==> src/inc/bcast_defines.svh <==
// constants for the broadcast trigger fan-out block
// assumes a plain strobe register port, one 16-bit register
//
// Behaviour
// - bit 4 set: one clock pulse to compare unit 1 per broadcast command
// - bit 3 set: trigger pulse to compare unit 4 per broadcast command
// - bit 2 set: trigger pulse to compare unit 3 per broadcast command
// - bit 1 set: trigger pulse to compare unit 2 per broadcast command
// - bit 0 set: trigger pulse to compare unit 1 per broadcast command
// - register ignores writes while sequencer enable and start are both 1
// - register consulted only by control step command with option 1111
`ifndef BCAST_DEFINES_SVH
`define BCAST_DEFINES_SVH

// ---------------------------------------------------------------
// register map
// ---------------------------------------------------------------
`define BTE_ADDR       4'h0
`define BTE_RESET      16'h0000
`define BTE_USED_MASK  16'h001F

// ---------------------------------------------------------------
// field positions
// ---------------------------------------------------------------
`define BTE_OC1_TRIG   0
`define BTE_OC4_TRIG   3
`define BTE_OC1_CLK    4

// ---------------------------------------------------------------
// step command coding
// ---------------------------------------------------------------
`define BCAST_OPTION   4'hF

`endif

==> src/inc/bcast_pkg.sv <==
// types for the broadcast trigger fan-out block
// assumes nothing beyond the defines header
package bcast_pkg;

	// pulses to the four compare units
	typedef struct packed {
		logic       clk1;
		logic [3:0] trig;
	} pulses_t;

	// one register bus request
	typedef struct packed {
		logic [3:0]  addr;
		logic [15:0] wdata;
		logic        wr;
		logic        rd;
	} bus_req_t;

endpackage : bcast_pkg

==> src/rtl/bcast_fanout.sv <==
// broadcast trigger fan-out of the step sequencer
// assumes step command strobe and sequencer controls come from logic on clk
// assumes one-cycle register strobes, read data taken the cycle after
// assumes compare units sample the pulses on the same clk
//
// The strobed register port and the register addresses were chosen for this implementation.
`include "bcast_defines.svh"

module bcast_fanout
(
	// clock and reset
	input  wire logic              clk,
	input  wire logic              rstn,
	// register port
	input  wire bcast_pkg::bus_req_t bus,
	output logic [15:0]            rdata,
	// sequencer state
	input  wire logic              sequencer_enable,
	input  wire logic              sequencer_start,
	// step command execution
	input  wire logic              step_exec,
	input  wire logic              step_is_ctrl,
	input  wire logic [3:0]        step_option,
	// compare unit pulses
	output bcast_pkg::pulses_t     pulses
);

	// ---------------------------------------------------------------
	// register
	// ---------------------------------------------------------------
	logic [15:0] bte_r;
	logic        locked;
	logic        bcast;
	logic        wr_hit;
	logic        rd_hit;
	logic [4:0]  pulse_nxt;
	logic        clk1_r;
	wire [3:0]   trig_w;

	// register lock and bus decode
	assign locked = sequencer_enable && sequencer_start;
	assign wr_hit = bus.wr && (bus.addr == `BTE_ADDR);
	assign rd_hit = bus.rd && (bus.addr == `BTE_ADDR);

	// broadcast is the control step command with the all-ones option
	assign bcast  = step_exec && step_is_ctrl && (step_option == `BCAST_OPTION);

	// software writes, blocked while running
	always_ff @(posedge clk or negedge rstn)
	begin
		if (!rstn)
			bte_r <= `BTE_RESET;
		else if (wr_hit && !locked)
			bte_r <= bus.wdata & `BTE_USED_MASK;
	end

	// read data one cycle after strobe, zero elsewhere
	always_ff @(posedge clk or negedge rstn)
	begin
		if (!rstn)
			rdata <= 16'h0000;
		else if (rd_hit)
			rdata <= bte_r;
		else
			rdata <= 16'h0000;
	end

	// ---------------------------------------------------------------
	// pulse generation
	// ---------------------------------------------------------------
	// enabled register bits, only in a broadcast cycle
	// register sampled in the command cycle: a write there lands after the pulse
	always_comb
	begin
		pulse_nxt = 5'h00;
		if (bcast)
			pulse_nxt = bte_r[`BTE_OC1_CLK:`BTE_OC1_TRIG];
	end

	// clock pulse to compare unit 1
	always_ff @(posedge clk or negedge rstn)
	begin
		if (!rstn)
			clk1_r <= 1'b0;
		else
			clk1_r <= pulse_nxt[`BTE_OC1_CLK];
	end

	// trigger pulses, one flop per compare unit
	genvar g;
	generate
		for (g = 0; g < 4; g++)
		begin : g_trig
			logic fire_r;

			// one-cycle trigger for this unit
			always_ff @(posedge clk or negedge rstn)
			begin
				if (!rstn)
					fire_r <= 1'b0;
				else
					fire_r <= pulse_nxt[`BTE_OC1_TRIG + g];
			end

			assign trig_w[g] = fire_r;
		end
	endgenerate

	// all pulses leave straight from their flops, in one cycle
	// no flop shared between units, so no unit can lag another
	assign pulses = '{clk1: clk1_r, trig: trig_w};

	// ---------------------------------------------------------------
	// assertions
	// ---------------------------------------------------------------
	property p_clk1;
		@(posedge clk) disable iff (!rstn)
		bcast |=> pulses.clk1 == $past(bte_r[`BTE_OC1_CLK]);
	endproperty
	a_clk1: assert property (p_clk1) else $error("clock pulse mismatch");

	property p_trig4;
		@(posedge clk) disable iff (!rstn)
		bcast |=> pulses.trig[3] == $past(bte_r[3]);
	endproperty
	a_trig4: assert property (p_trig4) else $error("unit 4 trigger mismatch");

	property p_trig3;
		@(posedge clk) disable iff (!rstn)
		bcast |=> pulses.trig[2] == $past(bte_r[2]);
	endproperty
	a_trig3: assert property (p_trig3) else $error("unit 3 trigger mismatch");

	property p_trig2;
		@(posedge clk) disable iff (!rstn)
		bcast |=> pulses.trig[1] == $past(bte_r[1]);
	endproperty
	a_trig2: assert property (p_trig2) else $error("unit 2 trigger mismatch");

	property p_trig1;
		@(posedge clk) disable iff (!rstn)
		bcast |=> pulses.trig[0] == $past(bte_r[0]);
	endproperty
	a_trig1: assert property (p_trig1) else $error("unit 1 trigger mismatch");

	property p_lock;
		@(posedge clk) disable iff (!rstn)
		locked |=> $stable(bte_r);
	endproperty
	a_lock: assert property (p_lock) else $error("register changed while locked");

	property p_only_bcast;
		@(posedge clk) disable iff (!rstn)
		!bcast |=> (pulses == '0);
	endproperty
	a_only_bcast: assert property (p_only_bcast) else $error("pulse without broadcast command");

	property p_width;
		@(posedge clk) disable iff (!rstn)
		(pulses != '0) && !$past(bcast, 2) |=> pulses == '0 || $past(bcast);
	endproperty
	a_width: assert property (p_width) else $error("pulse wider than one cycle");

	// register port and lock
	property p_wr_take;
		@(posedge clk) disable iff (!rstn)
		wr_hit && !locked |=> bte_r[4:0] == $past(bus.wdata[4:0]);
	endproperty
	a_wr_take: assert property (p_wr_take) else $error("unlocked write lost");

	property p_wr_locked;
		@(posedge clk) disable iff (!rstn)
		wr_hit && locked |=> bte_r == $past(bte_r);
	endproperty
	a_wr_locked: assert property (p_wr_locked) else $error("locked write took effect");

	property p_rd_data;
		@(posedge clk) disable iff (!rstn)
		rd_hit |=> rdata == $past(bte_r);
	endproperty
	a_rd_data: assert property (p_rd_data) else $error("read data differs from register");

	property p_rd_idle;
		@(posedge clk) disable iff (!rstn)
		!rd_hit |=> rdata == 16'h0000;
	endproperty
	a_rd_idle: assert property (p_rd_idle) else $error("read data outside read cycle");

	// pulse shape and command decode
	property p_clk1_off;
		@(posedge clk) disable iff (!rstn)
		bcast && !bte_r[`BTE_OC1_CLK] |=> !pulses.clk1;
	endproperty
	a_clk1_off: assert property (p_clk1_off) else $error("clock pulse while disabled");

	property p_trig_off;
		@(posedge clk) disable iff (!rstn)
		bcast |=> (pulses.trig & ~$past(bte_r[`BTE_OC4_TRIG:`BTE_OC1_TRIG])) == 4'h0;
	endproperty
	a_trig_off: assert property (p_trig_off) else $error("trigger while disabled");

	property p_same_cycle;
		@(posedge clk) disable iff (!rstn)
		bcast |=> pulses == $past(bte_r[`BTE_OC1_CLK:`BTE_OC1_TRIG]);
	endproperty
	a_same_cycle: assert property (p_same_cycle) else $error("enabled pulses not together");

	property p_one_wide;
		@(posedge clk) disable iff (!rstn)
		(pulses != 5'h00) && !bcast |=> pulses == 5'h00;
	endproperty
	a_one_wide: assert property (p_one_wide) else $error("pulse held past one cycle");

	property p_other_cmd;
		@(posedge clk) disable iff (!rstn)
		step_exec && !(step_is_ctrl && step_option == `BCAST_OPTION) |=> pulses == 5'h00;
	endproperty
	a_other_cmd: assert property (p_other_cmd) else $error("pulse from other step command");

	property p_idle_step;
		@(posedge clk) disable iff (!rstn)
		!step_exec |=> pulses == 5'h00;
	endproperty
	a_idle_step: assert property (p_idle_step) else $error("pulse without step command");

endmodule : bcast_fanout

==> config.mk <==
export PLATFORM = sky130hd
export DESIGN_NAME = bcast_fanout
export DESIGN_NICKNAME = d
export VERILOG_FILES = /design/src/inc/bcast_pkg.sv /design/src/rtl/bcast_fanout.sv
export VERILOG_INCLUDE_DIRS = /design/src /design/src/inc
export SDC_FILE = /design/constraint.sdc
export NUM_CORES = 1
export LEC_CHECK = 0
export BUFFER_PORTS_ARGS = -buffer_cell sky130_fd_sc_hd__buf_2
export CAP_MARGIN = 20
export CORE_MARGIN = 2
export CORE_UTILIZATION = 38
export DETAILED_ROUTE_END_ITERATION = 6
export PLACE_DENSITY = 0.84
export SYNTH_ARGS = -nofsm -noshare
export SYNTH_HDL_FRONTEND = slang
export SYNTH_SLANG_ARGS = --single-unit
==> constraint.sdc <==
create_clock -name clk -period 0.95 [get_ports clk]
set_clock_uncertainty 0.15 [all_clocks]
set_input_delay 0.095 -clock clk [delete_from_list [all_inputs] [get_ports clk]]
set_output_delay 0.095 -clock clk [all_outputs]
set_load 0.02 [all_outputs]
Word level (Yosys, flattened, before mapping) --
Cells that the tools add are included.
Storage, ports and cells: input port bits 32, register bits after elaboration 15, word-level logic and storage cells 18, output and inout port bits 21
Cells by class: reduce and logical (&&, ||, !) cells 8, eq/ne operators 1, mux-type cells 2
Operator list (number):
- $mux 5 | 2
- $logic_and 1x1->1 | 6
- $eq 4x4->1 const B | 1
- $logic_not 4->1 | 1
- $logic_not 1->1 | 1

Logic depth before layout (Yosys ltp) --
word-level depth 3, gate-level depth with buffers 3, gate-level depth less buffers 3

Least setup slack after synthesis --
OpenSTA, ideal clock, no wires.
kind in2reg, start input port bus[19] (netlist name), end register bte_r[0], data required time 675 ps, setup time 125 ps, arrival 875 ps, path slack -200 ps, stages on the path 3, path buffers 0, cells stage by stage nor4_4 > nand3_4 > mux2_2
Between the ends: cells in the longest elaborated chain, start to end 3
Ends and longest elaborated chain:
- from (decl) | line bcast_fanout.sv:15 | input wire bcast_pkg::bus_req_t bus,
- $logic_not 4->1 (no line)
- $logic_and 1x1->1 | line bcast_fanout.sv:42 | assign wr_hit = bus.wr && (bus.addr == `BTE_ADDR);
- $logic_and 1x1->1 | line bcast_fanout.sv:53 | else if (wr_hit && !locked)
- to (signal assigned) | line bcast_fanout.sv:52 | bte_r <= `BTE_RESET;
- to (signal assigned) | line bcast_fanout.sv:54 | bte_r <= bus.wdata & `BTE_USED_MASK;
- to (decl) | line bcast_fanout.sv:31 | logic [15:0] bte_r;
Every way passes these cells. A chain may end at the register's enable or synchronous reset.

Worst setup path after layout --
start register g_trig[3].fire_r, end output port pulses[3] (netlist name)
RTL lines:
- from (decl) | line bcast_fanout.sv:94 | logic fire_r;
- from (signal assigned) | line bcast_fanout.sv:102 | fire_r <= pulse_nxt[`BTE_OC1_TRIG + g];
- to (decl) | line bcast_fanout.sv:25 | output bcast_pkg::pulses_t pulses
No word-level cell between the ends.

==> impl_results.md <==
- Status: complete, but fails checks
- Failing checks: hold timing, setup timing
- FF/Latch Area: around 380 µm²
- Sequential share of power: 58.4%
- Comb power frac: roughly 14%
- Pint: about 0.94 mW
- Slowest stage delay, CP: around 0.38 ns
- Finished Cell Area: 895 µm²
- Hold EP: bte_r[4]
- Dpl cell area: about 800 µm²
- First DRT Iteration DRCs: 0
- Area growth syn-to-layout: 31.4%
- Worst vdd ir: 0.946 mV
- Leak Pwr: 0.477 nW
- Reg2reg end: bte_r[4]
- Largest net degree at the start of global routing: 16
- Final hold vios: 5
- WS Path Type: register to output pin
- Max-cap violations: 0
- Syn Area/Cell: 12.8 µm²
- First-pass GRT wire length: between 1.5 and 2 mm
- Total Routing Usage GR: 10.7%
- Fin crit share: 108%
- Ant diodes: 0
- Latest clock arrival within the worst-skew pair: approximately 0.27 ns
- DRT antenna net count: 0
- Synth Area in Adders: 0%
- Ports: 53
- Final std cells w/o fill: ~110
- Clock transition at path regs: around 0.08 ns
- Die area: 2150 µm²
- WHS Path Cells: 2
- Cts bufs inserted: 3
- Die X: about 46 µm
- Die Ht: 46.3 µm
- Achievable Freq: 971 MHz
- R2R Setup Slk: 0.03 ns
- WHS: -0.100 ns
- Sink Count: 15
- GRT Residual Overflow: 0
- RSZ-0062 raised after global routing: yes
- First drt pass iteration count: 1
- Main combinational cell family by area after synthesis: simple AND/OR/NAND/NOR gates
- Startpoint types: register
- Post-Synth Simple-Gate Area: between 15 and 20%
- Critical Path Sink Type: output pin
- Sequential element share of the synthesized area: around 55%
- Pwr/cell area: approximately 1400 nW/µm²
- Worst Path Max Fanout: 1
- Vias per cell: approximately 4.0
- Mapped Area: approximately 680 µm²
- R2R depth: 1
- CTS tree: built
- CP max stage cell: dfrtp_1
- Cell variety after synth: 11
- Clock share of power: 27.3%
- Core Box Area: about 1700 µm²
- Fin worst setup slack: -0.0796 ns
- Vias in the first global route: ~430
- Sw frac: 24.5%
- Starting density of the core: about two fifths
- Crit path buf inv count: 1
- Delay-heaviest family, CP: flip-flops
- Fillers: roughly 150
- DPL Wire Length: 856 µm
- XOR/XNOR share of the synthesized area: 0%
- # rows: 15
- Clock Path Buffers: 2
- Residual DRC: 0
- Initial antenna violation count: 0
- Hold_sp: bus[6]
- Yosys warnings: 0
- Worst endpoint required time: roughly 0.70 ns
- Final setup vio count: 15
- Dpl cells: just over 100
- Buffers on Ports: 30
- #FFs+latches synth: 15
- Htree depth: 1
- Share of layout cells above drive strength 1: between 50% and 60%
- Hold buffers post-CTS: 2
- Cells along the critical path: buf_6
- DRT Wirelength: around 1.0 mm
- Critical Path Stages: 1
- Setup_tns: -0.814 ns
- Psw: about 0.31 mW
- Vias: between 400 and 500
- Post-Syn Instances: 53
- Hold crit path type: input port to register
- WL per Instance: around 9.3 µm
- Final worst path period need: 1.03 ns
- Mux cell area share after synthesis: a little over 8%
- Compound-gate portion of the synthesized area: 0%
- Final Slew Violations: 0
- Final net count: around 120
- R2r startpoint: bte_r[4]
- Final GP Congestion: a little under 0.7
- Root Driver: clkbuf_4
- Footprint of the multi-input gates: between 200 and 250 µm²
- Crit path DAT: a little under 0.8 ns
-- how the worst max path moves through the flow --
stage                     start   endpoint  slack, ns
6_report       g_trig[3].fire_r  pulses[3]      -0.08
5_1_grt        g_trig[3].fire_r  pulses[3]      -0.12
4_1_cts        g_trig[3].fire_r  pulses[3]      -0.09
3_5_place_dp            bus[19]   bte_r[3]      -0.33
3_3_place_gp            bus[19]   bte_r[2]      -0.28
2_1_floorplan           bus[19]   bte_r[0]      -0.20
-- per-layer routing --
layer / global-route usage, % / part of all wire (%) / vias to the layer above
li1: - / - / 206
met3: 3.14 / 9.6 / 2
met5: 0 / 0 / -
met4: 5.14 / 0.69 / 0
met1: 10.3 / 32 / 197
met2: 20.3 / 57 / 30
-- sequential cells by signal, summed over array words and instances (netlist names) --
signal	cells
bte_r	5
rdata	5
g_trig.fire_r	4
clk1_r	1
-- through the flow --
step | hold slack [ns] | util (%) | total power [mW] | setup WS (ns)
final | -0.100 | 52.4 | 1.25 | -0.0796
after global routing | -0.105 | 52.4 | 1.32 | -0.123
after CTS | -0.102 | 52.9 | 1.26 | -0.0877
after detailed placement | -0.145 | 46.1 | 0.908 | -0.330
after global placement | -0.151 | 46.1 | 0.899 | -0.277
after floorplan | -0.351 | - | 0.863 | -0.200
-- area by class of cell --
cell class                      instances  area share (%)
Sequential cell                        15            42.0
Multi-Input combinational cell         32            25.3
Clock buffer                            4            2.94
Tap cell                               25            3.50
Timing Repair Buffer                   32            26.3
-- synthesized netlist by cell type, drive strengths merged --
library cell | n | area (µm²)
nand3 | 1 | 17.5
nand4 | 1 | 6.26
dfrtp | 15 | 375
nor2 | 1 | 3.75
nand2 | 2 | 7.51
nor4 | 1 | 21.3
and3 | 5 | 37.5
conb | 1 | 3.75
buf | 16 | 120
and2 | 5 | 31.3
mux2 | 5 | 56.3
-- repair_timing --
action                     CTS  global route
pin swaps                    1             1
buffers inserted             1             0
resized for setup           20             1
hold endpoints to repair    25             5
gates cloned                 0             0
setup endpoints to repair   15            20
-- cell usage in the layout, fill, tap and decap left out, drive strengths merged --
master       synthesis  routed
nand4                1       1
nor4                 1       1
clkbuf               0       4
conb                 1      11
mux2                 5       5
and3                 5       5
dfrtp               15      15
buf                 16      30
nand3                1       1
nor2                 1       1
dlygate4sd3          0       2
and2                 5       5
nand2                2       2
-- cells by family (layout without fill, tap and decap cells) --
group,after synthesis,count (layout)
buf+inv,16,36
flops,15,15
mux,5,5
other cells,1,11
simple gates,16,16
-- power by group through the flow --
stage	combinational (mW)	clock, mW	sequential (mW)
2_1_floorplan	0.134	0	0.729
3_3_place_gp	0.164	0	0.735
3_5_place_dp	0.170	0	0.738
4_1_cts	0.183	0.347	0.726
5_1_grt	0.199	0.390	0.731
6_report	0.179	0.340	0.728
No activity file was read; power rests on OpenSTA's default activity.
